$ cat src/link_pkg.sv
// Shared constants and types for the modem setup command parser and its host end
// Behaviour
// - Commands arrive on the payload serial input
// - 9600 baud 8N1, one or two stops
// - Select low disables radio payload traffic
// - Program mode echoes every received character
// - Only defined command strings change anything
// - Carriage return 0x0d executes a command
// - Address digit selects one of eight
// - Payload only with matching link address
// - Volatile address reloads non-volatile default zero; reset loads ADDR_RESET into addr and nv_addr alike
// - Store command copies address, channel to nonvolatile
// - Tilde sent when nonvolatile write completes
// - Tone commands key carrier; bare return off
// - Select high resumes normal link operation
// - Pending flag warns only, never stops input
// - Host may use pending rising edge
// - Enable held low without terminal-ready
// - Pending high while receive buffer holds data
package link_pkg;
	localparam int CLK_HZ = 20000000;
	localparam int BAUD = 9600;
	localparam logic [11:0] BIT_CYC = 12'(CLK_HZ / BAUD);
	localparam logic [11:0] HALF_CYC = 12'(CLK_HZ / BAUD / 2);
	localparam int TONE_LO_HZ = 8000;
	localparam int TONE_HI_HZ = 16000;
	localparam logic [11:0] LO_HALF_CYC = 12'(CLK_HZ / TONE_LO_HZ / 2);
	localparam logic [11:0] HI_HALF_CYC = 12'(CLK_HZ / TONE_HI_HZ / 2);
	localparam logic [7:0] CH_CR = 8'h0d;
	localparam logic [7:0] CH_TILDE = 8'h7e;
	localparam logic [7:0] CH_ZERO = 8'h30;
	localparam logic [2:0] ADDR_RESET = 3'h0;
	localparam logic [3:0] CHAN_RESET = 4'h0;
	localparam int CMD_LEN = 10;
	// Command texts as packed characters, first character in the highest byte
	localparam logic [CMD_LEN*8-1:0] SET_LINK_ADDRESS_CMD = 80'h41444452;
	localparam logic [CMD_LEN*8-1:0] STORE_DEFAULTS_CMD = 80'h53455450524f4752414d;
	localparam logic [CMD_LEN*8-1:0] CARRIER_ONLY_CMD = 80'h4e4f544f4e45;
	localparam logic [CMD_LEN*8-1:0] LOW_TONE_CMD = 80'h4c46544f4e45;
	localparam logic [CMD_LEN*8-1:0] HIGH_TONE_CMD = 80'h4846544f4e45;
	localparam logic [15:0] NV_WRITE_CYC = 16'h0fa0;
	typedef enum logic [1:0] {TONE_OFF = 2'b00, TONE_CARRIER = 2'b01,
		TONE_LOW = 2'b10, TONE_HIGH = 2'b11} tone_t;
	typedef enum logic [1:0] {SER_IDLE = 2'b00, SER_START = 2'b01,
		SER_DATA = 2'b10, SER_STOP = 2'b11} ser_t;
endpackage

$ cat src/host_link_if.sv
`timescale 1ns/1ps
// Serial and control wires between host UART and modem
interface host_link_if;
	logic host_serial_in;
	logic echo_serial_out;
	logic program_sel_n;
	logic enable_n;
	logic rx_pending;
	modport modem (input host_serial_in, input program_sel_n, input enable_n,
		output echo_serial_out, output rx_pending);
	modport host (output host_serial_in, output program_sel_n, output enable_n,
		input echo_serial_out, input rx_pending);
endinterface // host_link_if

$ cat src/byte_fifo.sv
`timescale 1ns/1ps
// Flip-flop FIFO with valid/ready on both sides
module byte_fifo
	import link_pkg::*;
#(
	parameter int WIDTH = 8,
	parameter int DEPTH = 16
)(
	// Clock and reset
	input wire logic mclk,
	input wire logic rstn,
	// Fill side
	input wire logic in_valid,
	input wire logic [WIDTH-1:0] in_data,
	output logic in_ready,
	// Drain side
	output logic out_valid,
	output logic [WIDTH-1:0] out_data,
	input wire logic out_ready
);
	localparam int AW = $clog2(DEPTH);
	logic [WIDTH-1:0] mem_r [DEPTH];
	logic [AW-1:0] wr_r, rd_r;
	logic [AW:0] cnt_r;
	logic push, pop;
	assign in_ready = (cnt_r != (AW+1)'(DEPTH));
	assign out_valid = (cnt_r != '0);
	assign out_data = mem_r[rd_r];
	assign push = in_valid && in_ready;
	assign pop = out_valid && out_ready;
	always_ff @(posedge mclk)
	begin
		if (!rstn)
		begin
			wr_r <= '0;
			rd_r <= '0;
			cnt_r <= '0;
		end
		else
		begin
			if (push)
			begin
				mem_r[wr_r] <= in_data;
				wr_r <= (wr_r == AW'(DEPTH-1)) ? '0 : wr_r + 1'b1;
			end
			if (pop)
				rd_r <= (rd_r == AW'(DEPTH-1)) ? '0 : rd_r + 1'b1;
			cnt_r <= cnt_r + (AW+1)'(push) - (AW+1)'(pop);
		end
	end
endmodule // byte_fifo

$ cat src/modem_setup_command_parser.sv
`timescale 1ns/1ps
// Modem end: serial receive, echo, setup command parser and received-data pending flag
module modem_setup_command_parser
	import link_pkg::*;
#(
	parameter int FIFO_DEPTH = 16,
	parameter logic [15:0] NV_CYC = NV_WRITE_CYC,
	parameter logic [11:0] BIT_T = BIT_CYC
)(
	// Clock and reset
	input wire logic mclk,
	input wire logic rstn,
	// Host link
	host_link_if.modem link,
	// Radio side
	input wire logic radio_rx_valid,
	input wire logic [7:0] radio_rx_data,
	input wire logic [2:0] radio_rx_addr,
	output logic radio_enable,
	output logic [1:0] tone_mode,
	output logic tone_out,
	output logic [2:0] link_addr,
	output logic [3:0] link_chan,
	output logic nv_busy
);
	typedef struct packed {
		ser_t rs;
		logic [11:0] rcnt;
		logic [2:0] rbit;
		logic [7:0] rsh;
		ser_t ts;
		logic [11:0] tcnt;
		logic [2:0] tbit;
		logic [7:0] tsh;
		logic txo;
		logic [CMD_LEN*8-1:0] cbuf;
		logic [3:0] clen;
		logic ovf;
		logic [2:0] addr;
		logic [3:0] chan;
		logic [2:0] nv_addr;
		logic [3:0] nv_chan;
		logic [15:0] nvcnt;
		logic nvb;
		logic tilde;
		tone_t tone;
		logic [11:0] tonecnt;
		logic toneo;
		logic radio_en;
		logic pend;
	} st_t;
	st_t s_r, s_nxt;
	logic fifo_in_ready, fifo_valid;
	logic [7:0] fifo_data;
	logic fifo_pop, rx_done, prog;
	logic [7:0] rx_byte;
	logic [7:0] rx_in_data;
	logic rx_in_valid;
	assign prog = !link.program_sel_n && !link.enable_n;
	// Radio payload kept only for our address, and only outside setup
	assign rx_in_valid = radio_rx_valid && s_r.radio_en && (radio_rx_addr == s_r.addr);
	assign rx_in_data = radio_rx_data;
	byte_fifo #(.WIDTH(8), .DEPTH(FIFO_DEPTH)) u_byte_fifo (
		.mclk(mclk),
		.rstn(rstn),
		.in_valid(rx_in_valid),
		.in_data(rx_in_data),
		.in_ready(fifo_in_ready),
		.out_valid(fifo_valid),
		.out_data(fifo_data),
		.out_ready(fifo_pop)
	);
	// Drain buffered payload to the host only when transmitter idle and not in setup
	// A pending tilde holds the queue so a popped byte is never lost
	assign fifo_pop = fifo_valid && s_r.ts == SER_IDLE && !prog && !rx_done && !s_r.tilde;
	assign rx_done = (s_r.rs == SER_STOP) && (s_r.rcnt == BIT_T - 12'h1);
	assign rx_byte = s_r.rsh;
	always_comb
	begin
		logic tx_go;
		logic [7:0] tx_byte;
		tx_go = 1'b0;
		tx_byte = 8'h00;
		s_nxt = s_r;
		// Receiver: start detect, mid-bit sampling; a second stop bit is just idle line
		unique case (s_r.rs)
			SER_IDLE:
			begin
				s_nxt.rcnt = '0;
				if (!link.host_serial_in)
					s_nxt.rs = SER_START;
			end
			SER_START:
			begin
				s_nxt.rcnt = s_r.rcnt + 12'h1;
				if (s_r.rcnt == (BIT_T >> 1))
				begin
					s_nxt.rcnt = '0;
					s_nxt.rbit = '0;
					s_nxt.rs = link.host_serial_in ? SER_IDLE : SER_DATA;
				end
			end
			SER_DATA:
			begin
				s_nxt.rcnt = s_r.rcnt + 12'h1;
				if (s_r.rcnt == BIT_T - 12'h1)
				begin
					s_nxt.rcnt = '0;
					s_nxt.rsh = {link.host_serial_in, s_r.rsh[7:1]};
					s_nxt.rbit = s_r.rbit + 3'h1;
					if (s_r.rbit == 3'h7)
						s_nxt.rs = SER_STOP;
				end
			end
			SER_STOP:
			begin
				s_nxt.rcnt = s_r.rcnt + 12'h1;
				if (rx_done)
					s_nxt.rs = SER_IDLE;
			end
		endcase
		// Command parsing in setup mode
		if (rx_done && prog)
		begin
			tx_go = 1'b1;
			tx_byte = rx_byte;
			if (rx_byte == CH_CR)
			begin
				if (!s_r.ovf)
				begin
					// Only exact strings act; anything else is dropped silently
					if (s_r.clen == 4'h0)
						s_nxt.tone = TONE_OFF;
					else if (s_r.cbuf == CARRIER_ONLY_CMD)
						s_nxt.tone = TONE_CARRIER;
					else if (s_r.cbuf == LOW_TONE_CMD)
						s_nxt.tone = TONE_LOW;
					else if (s_r.cbuf == HIGH_TONE_CMD)
						s_nxt.tone = TONE_HIGH;
					else if (s_r.cbuf == STORE_DEFAULTS_CMD && !s_r.nvb)
					begin
						s_nxt.nvb = 1'b1;
						s_nxt.nvcnt = '0;
					end
					else if (s_r.clen == 4'h5 && s_r.cbuf[39:8] == SET_LINK_ADDRESS_CMD[31:0]
						&& s_r.cbuf[7:3] == CH_ZERO[7:3])
						s_nxt.addr = s_r.cbuf[2:0];
				end
				s_nxt.cbuf = '0;
				s_nxt.clen = '0;
				s_nxt.ovf = 1'b0;
			end
			else if (s_r.clen == 4'(CMD_LEN))
				s_nxt.ovf = 1'b1;
			else
			begin
				s_nxt.cbuf = {s_r.cbuf[CMD_LEN*8-9:0], rx_byte};
				s_nxt.clen = s_r.clen + 4'h1;
			end
		end
		if (!prog)
		begin
			s_nxt.tone = TONE_OFF;
			s_nxt.cbuf = '0;
			s_nxt.clen = '0;
			s_nxt.ovf = 1'b0;
		end
		// Tilde waits for the transmitter; echo has priority
		if (!tx_go && s_r.tilde && s_r.ts == SER_IDLE)
		begin
			tx_go = 1'b1;
			tx_byte = CH_TILDE;
			s_nxt.tilde = 1'b0;
		end
		else if (!tx_go && fifo_pop)
		begin
			tx_go = 1'b1;
			tx_byte = fifo_data;
		end
		// Non-volatile write model: latch values after a fixed write time;
		// it follows the send so a new completion wins over the clear
		if (s_r.nvb)
		begin
			s_nxt.nvcnt = s_r.nvcnt + 16'h1;
			if (s_r.nvcnt == NV_CYC - 16'h1)
			begin
				s_nxt.nv_addr = s_r.addr;
				s_nxt.nv_chan = s_r.chan;
				s_nxt.nvb = 1'b0;
				s_nxt.tilde = 1'b1;
			end
		end
		// Transmitter: one stop bit; an echo arriving mid-frame restarts the frame
		unique case (s_r.ts)
			SER_IDLE:
			begin
				s_nxt.txo = 1'b1;
				s_nxt.tcnt = '0;
			end
			SER_START, SER_DATA, SER_STOP:
			begin
				s_nxt.tcnt = s_r.tcnt + 12'h1;
				if (s_r.tcnt == BIT_T - 12'h1)
				begin
					s_nxt.tcnt = '0;
					if (s_r.ts == SER_START)
					begin
						s_nxt.ts = SER_DATA;
						s_nxt.txo = s_r.tsh[0];
						s_nxt.tbit = '0;
					end
					else if (s_r.ts == SER_DATA && s_r.tbit != 3'h7)
					begin
						s_nxt.tbit = s_r.tbit + 3'h1;
						s_nxt.txo = s_r.tsh[s_r.tbit + 3'h1];
					end
					else if (s_r.ts == SER_DATA)
					begin
						s_nxt.ts = SER_STOP;
						s_nxt.txo = 1'b1;
					end
					else
						s_nxt.ts = SER_IDLE;
				end
			end
		endcase
		if (tx_go)
		begin
			s_nxt.ts = SER_START;
			s_nxt.tsh = tx_byte;
			s_nxt.tcnt = '0;
			s_nxt.txo = 1'b0;
		end
		// Tone generator
		s_nxt.tonecnt = s_r.tonecnt + 12'h1;
		if ((s_r.tone == TONE_LOW && s_r.tonecnt >= LO_HALF_CYC - 12'h1)
			|| (s_r.tone == TONE_HIGH && s_r.tonecnt >= HI_HALF_CYC - 12'h1))
		begin
			s_nxt.tonecnt = '0;
			s_nxt.toneo = !s_r.toneo;
		end
		if (s_r.tone == TONE_OFF || s_r.tone == TONE_CARRIER)
		begin
			s_nxt.tonecnt = '0;
			s_nxt.toneo = 1'b0;
		end
		s_nxt.radio_en = !prog && !link.enable_n;
		// Pending flag is only a warning; reception never stalls on it
		s_nxt.pend = fifo_valid || rx_in_valid;
	end
	always_ff @(posedge mclk)
	begin
		if (!rstn)
		begin
			s_r <= '0;
			s_r.rs <= SER_IDLE;
			s_r.ts <= SER_IDLE;
			s_r.txo <= 1'b1;
			s_r.tone <= TONE_OFF;
			s_r.addr <= ADDR_RESET;
			s_r.chan <= CHAN_RESET;
			s_r.nv_addr <= ADDR_RESET;
			s_r.nv_chan <= CHAN_RESET;
		end
		else
			s_r <= s_nxt;
	end
	assign link.echo_serial_out = s_r.txo;
	assign link.rx_pending = s_r.pend;
	assign radio_enable = s_r.radio_en;
	assign tone_mode = s_r.tone;
	assign tone_out = s_r.toneo;
	assign link_addr = s_r.addr;
	assign link_chan = s_r.chan;
	assign nv_busy = s_r.nvb;
endmodule // modem_setup_command_parser

$ cat src/flat_wrapper.sv
// flat-port wrapper written by rule: the top's interface ports become plain ports
module modem_setup_command_parser_flat import link_pkg::*;
#(
	parameter int FIFO_DEPTH = 16,
	parameter logic [15:0] NV_CYC = NV_WRITE_CYC,
	parameter logic [11:0] BIT_T = BIT_CYC
)
  (mclk, rstn, radio_rx_valid, radio_rx_data, radio_rx_addr, radio_enable, tone_mode, tone_out, link_addr, link_chan, nv_busy, link_host_serial_in, link_program_sel_n, link_enable_n, link_echo_serial_out, link_rx_pending);
  host_link_if link_i ();
  input wire logic mclk;
  input wire logic rstn;
  input wire logic radio_rx_valid;
  input wire logic [7:0] radio_rx_data;
  input wire logic [2:0] radio_rx_addr;
  output logic radio_enable;
  output logic [1:0] tone_mode;
  output logic tone_out;
  output logic [2:0] link_addr;
  output logic [3:0] link_chan;
  output logic nv_busy;
  input wire logic [$bits(link_i.host_serial_in)-1:0] link_host_serial_in;
  input wire logic [$bits(link_i.program_sel_n)-1:0] link_program_sel_n;
  input wire logic [$bits(link_i.enable_n)-1:0] link_enable_n;
  output wire logic [$bits(link_i.echo_serial_out)-1:0] link_echo_serial_out;
  output wire logic [$bits(link_i.rx_pending)-1:0] link_rx_pending;
  assign link_i.host_serial_in = link_host_serial_in;
  assign link_i.program_sel_n = link_program_sel_n;
  assign link_i.enable_n = link_enable_n;
  assign link_echo_serial_out = link_i.echo_serial_out;
  assign link_rx_pending = link_i.rx_pending;
  modem_setup_command_parser #(.FIFO_DEPTH(FIFO_DEPTH), .NV_CYC(NV_CYC), .BIT_T(BIT_T)) u_core (.mclk(mclk), .rstn(rstn), .link(link_i), .radio_rx_valid(radio_rx_valid), .radio_rx_data(radio_rx_data), .radio_rx_addr(radio_rx_addr), .radio_enable(radio_enable), .tone_mode(tone_mode), .tone_out(tone_out), .link_addr(link_addr), .link_chan(link_chan), .nv_busy(nv_busy));
endmodule
$ cat config.mk
export PLATFORM = sky130hd
export DESIGN_NAME = modem_setup_command_parser_flat
export DESIGN_NICKNAME = d
export VERILOG_FILES = /design/src/link_pkg.sv /design/src/host_link_if.sv /design/src/byte_fifo.sv /design/src/modem_setup_command_parser.sv /design/src/flat_wrapper.sv
export SDC_FILE = /design/constraint.sdc
export NUM_CORES = 1
export LEC_CHECK = 0
export ABC_AREA = 0
export ABC_CLOCK_PERIOD_IN_PS = 10100
export BUFFER_PORTS_ARGS = -buffer_cell sky130_fd_sc_hd__buf_2
export CORE_MARGIN = 5
export CORE_UTILIZATION = 40
export DETAILED_ROUTE_END_ITERATION = 12
export PLACE_DENSITY_LB_ADDON = 0.05
export REMOVE_ABC_BUFFERS = 1
export SYNTH_ARGS = -nofsm -noshare
export SYNTH_HDL_FRONTEND = slang
export SYNTH_SLANG_ARGS = --single-unit
$ cat constraint.sdc
create_clock -name mclk -period 10.1 [get_ports mclk]
set_clock_uncertainty 0.15 [all_clocks]
set_input_delay 2.02 -clock mclk [delete_from_list [all_inputs] [get_ports mclk]]
set_output_delay 2.02 -clock mclk [all_outputs]
set_load 0.02 [all_outputs]
==> flow_metrics.tcl <==
set metrics [dict create \
    cpPeakStageDelay_ns 0.36 \
    cts_buffer_depth 3 \
    path_max_fanout 8 \
    core_area_sq_um 33500 \
    yosys-top-cells-area "edfxtp_1 28%, dfxtp_1 28%, mux4_2 5.8%, nor2_1 4.8%, a22oi_1 4.2%" \
    syn_area_per_cell_sq_um 11.5 \
    numClockSinks 319 \
    hold_buffers 0 \
    async_flop_share 0 \
    die_h_microns 194 \
    synth_top_area_share 0.282 \
    dp_hpwl_microns 19700 \
    cts_tree "yes" \
    path_depth 15 \
    final_max_slew_viol_count 0 \
    htreeDepth 2 \
    power_frac_comb 0.122 \
    crit_required_ns 10.40 \
    antenna_found_initial 2 \
    die_x_microns 194 \
    worst_path_most_repeated_cell "inv_1" \
    ir_worst_vdd_mv 0.138 \
    nets 1255 \
    wirelength_microns 31100 \
    post_drt_wl_per_cell_microns 18.6 \
    setup_viol 0 \
    leakage_nw 5.05 \
    endpoint_kind "flop" \
    max_clock_freq_mhz 236 \
    placed_cells 1607 \
    crit_arrival_ns 4.54 \
    fin_util 0.459 \
    instances_no_fill 1669 \
    reg2regPathDepth 13 \
    clkLatencyLatePin_ns 0.53 \
    ys.flop_type "dfxtp_1" \
    finalInstanceArea_sq_um 15400 \
    drt_first_pass_iters 5 \
    maxCapViolations 0 \
    grt_pass1_vias 8898 \
    reg2reg_slack_ns 6.40 \
    gp_congestion 0.782 \
    pre_cts_ws_ns 5.34 \
    holdCritPathClass "flop to flop" \
    power.density_nw_per_um2 203 \
    syn_inst 1181 \
    tightest_slew_ns 1.16 \
    ant_nets 0 \
    syn_to_final_growth_pct 13.0 \
    relSlewSlack 0.224 \
    synth.distinct_cells 73 \
    drt_iter0_drc 686 \
    rsz0062_at_grt "no" \
    cts_setup_buffers 0 \
    fin_ws_ns 5.86 \
    viasPerCell 5.43 \
    crit_family "simple AND/OR/NAND/NOR gates" \
    cpMaxStageDelayCell "ha_1" \
    numPortBuffers 26 \
    clockRootBuffer "clkbuf_16" \
    whs_ns 0.303 \
    cp-start-kind "input port" \
    p_sw_frac 0.239 \
    synth_area_sq_um 13600 \
    min_path_cells 2 \
    overflow 0 \
    grt_pass1_wl_microns 49900 \
    tns_ns 0 \
    synth_most_common_cell "dfxtp_1" \
    post_cts_resized 0 \
    start_util 0.406 \
    crit_chain "buf_2, xor2_1, nor4_1, buf_4, nand2_1, ha_1, inv_1, ha_1, inv_1, fa_1, inv_1, a21oi_1, nor2_1, or3_1, a21oi_1" \
    cts_made_buffers 38 \
    placed_area_sq_um 14200 \
    drcViolationCount 0 \
    fin_crit_sh 0.420 \
    io_pins 31 \
    crit_buf_inv 5 \
    synth-seq-cells 319 \
    pwr-share-seq 0.449 \
    clkTransAtPathRegs_ns 0.05 \
    grt_max_degree 83 \
    internal-power_mw 2.37 \
    synth-edff-count 128 \
    crit_type "input port to flop" \
    die-area_sq_um 37800 \
    drive_gt1_frac 0.134 \
    ys_seq_area_frac 0.563 \
    power_mw 3.12 \
    synth_common_cells "191 x dfxtp_1, 175 x nor2_1, 128 x edfxtp_1" \
    yosys_warnings 0 \
    p_clk_frac 0.429 \
    fill_cells 3103 \
    track_usage 0.163 \
    min_period_ns 4.24 \
    p_sw_uw 746 \
    rows 67 \
    route.vias.total 9069 \
    hold_viol 0 \
    status "finished, final reports clean" \
    synth_top_area_cell "edfxtp_1" \
]
layout by cell type (no fill, tap or decap), types with 6 or more instances in the layout:
cell       netlist  routed
nor3_1          13      12
nand3b_1         6       6
nand2b_1         7       7
or3_1            8       8
ha_1            38      38
a221oi_1         6       6
inv_1           35      35
edfxtp_1       128     128
mux2i_1         26      26
nor3b_1          9       9
buf_4            9      13
buf_2           11      26
clkbuf_16        0      39
a21oi_1         28      28
xnor2_1         18      18
and3_1          17      17
nand4b_1        11      11
a22oi_1         76      76
nor2_1         175     175
nand4_1         26      26
mux2_2          10      10
nand3_1         37      37
mux4_2          35      35
xor2_1          26      26
nand2_1         48      48
nor4_1          20      16
o21ai_0         26      26
dfxtp_1        191     189
area by class of cell:
cell class	count	area [sq um]	area share
clock buffers	47	1040	0.0674
repair buffers	39	228	0.0148
clock inverters	14	173	0.0112
flip-flops and latches	319	7670	0.499
diodes	1	2.50	0.000163
multi-input cells	765	5580	0.363
well taps	448	561	0.0364
inverters	36	135	0.00879
cell families (layout without fill, tap and decap cells):
| logic type | count (synthesis) | in the layout | synth area share |
|---|---|---|---|
| AO/OA/AOI/OAI | 183 | 183 | 0.0939 |
| XOR/XNOR | 44 | 44 | 0.0283 |
| adder cells (fa/ha/maj) | 39 | 39 | 0.0364 |
| buffers and inverters | 101 | 136 | 0.0313 |
| flip-flops | 319 | 319 | 0.563 |
| multiplexers | 71 | 71 | 0.0853 |
| other | 1 | 6 | 0.000275 |
| AND/OR/NAND/NOR | 423 | 423 | 0.161 |
final timing paths:
path | start | to
max | radio_rx_addr[2] | u_core.u_byte_fifo.cnt_r[4]
max reg2reg | u_core.s_r[175] | u_core.u_byte_fifo.cnt_r[4]
min reg2reg | u_core.s_r[144] | u_core.s_r[144]
min | u_core.s_r[144] | u_core.s_r[144]
power by group through the flow:
| stage | Clock (mW) | Combinational, mW | Sequential (mW) |
|---|---|---|---|
| floorplan | 0 | 0.249 | 1.45 |
| global placement | 0 | 0.392 | 1.43 |
| detailed placement | 0 | 0.392 | 1.43 |
| CTS | 1.39 | 0.395 | 1.40 |
| global route | 1.44 | 0.430 | 1.40 |
| finish | 1.34 | 0.381 | 1.40 |
layer usage:
layer / vias to the layer above / track usage / part of all wire
li1: 4420 / - / -
met1: 4454 / 0.224 / 0.47
met2: 140 / 0.263 / 0.47
met3: 53 / 0.0293 / 0.039
met4: 2 / 0.0518 / 0.024
met5: - / 0 / 0.00064
flip-flops by register name (all words and copies together) (netlist names), 2 cells and up, named ones only:
register	count
u_core.link_addr	3
u_core.rx_byte	8
u_core.s_r	156
u_core.tone_mode	2
u_core.u_byte_fifo.cnt_r	5
u_core.u_byte_fifo.mem_r	128
u_core.u_byte_fifo.rd_r	4
u_core.u_byte_fifo.wr_r	4
worst register-to-register path, cell delays in order, from the launching register on:
cell and delay (ns):
dfxtp_1 0.37, nor4bb_1 0.62, nand4_1 0.34, o211a_1 0.55
ha_1 0.41, inv_1 0.04, ha_1 0.18, inv_1 0.07
fa_1 0.19, inv_1 0.05, a21oi_1 0.14, nor2_1 0.06
or3_1 0.34, a21oi_1 0.14
(Power assumes the default switching activity.)
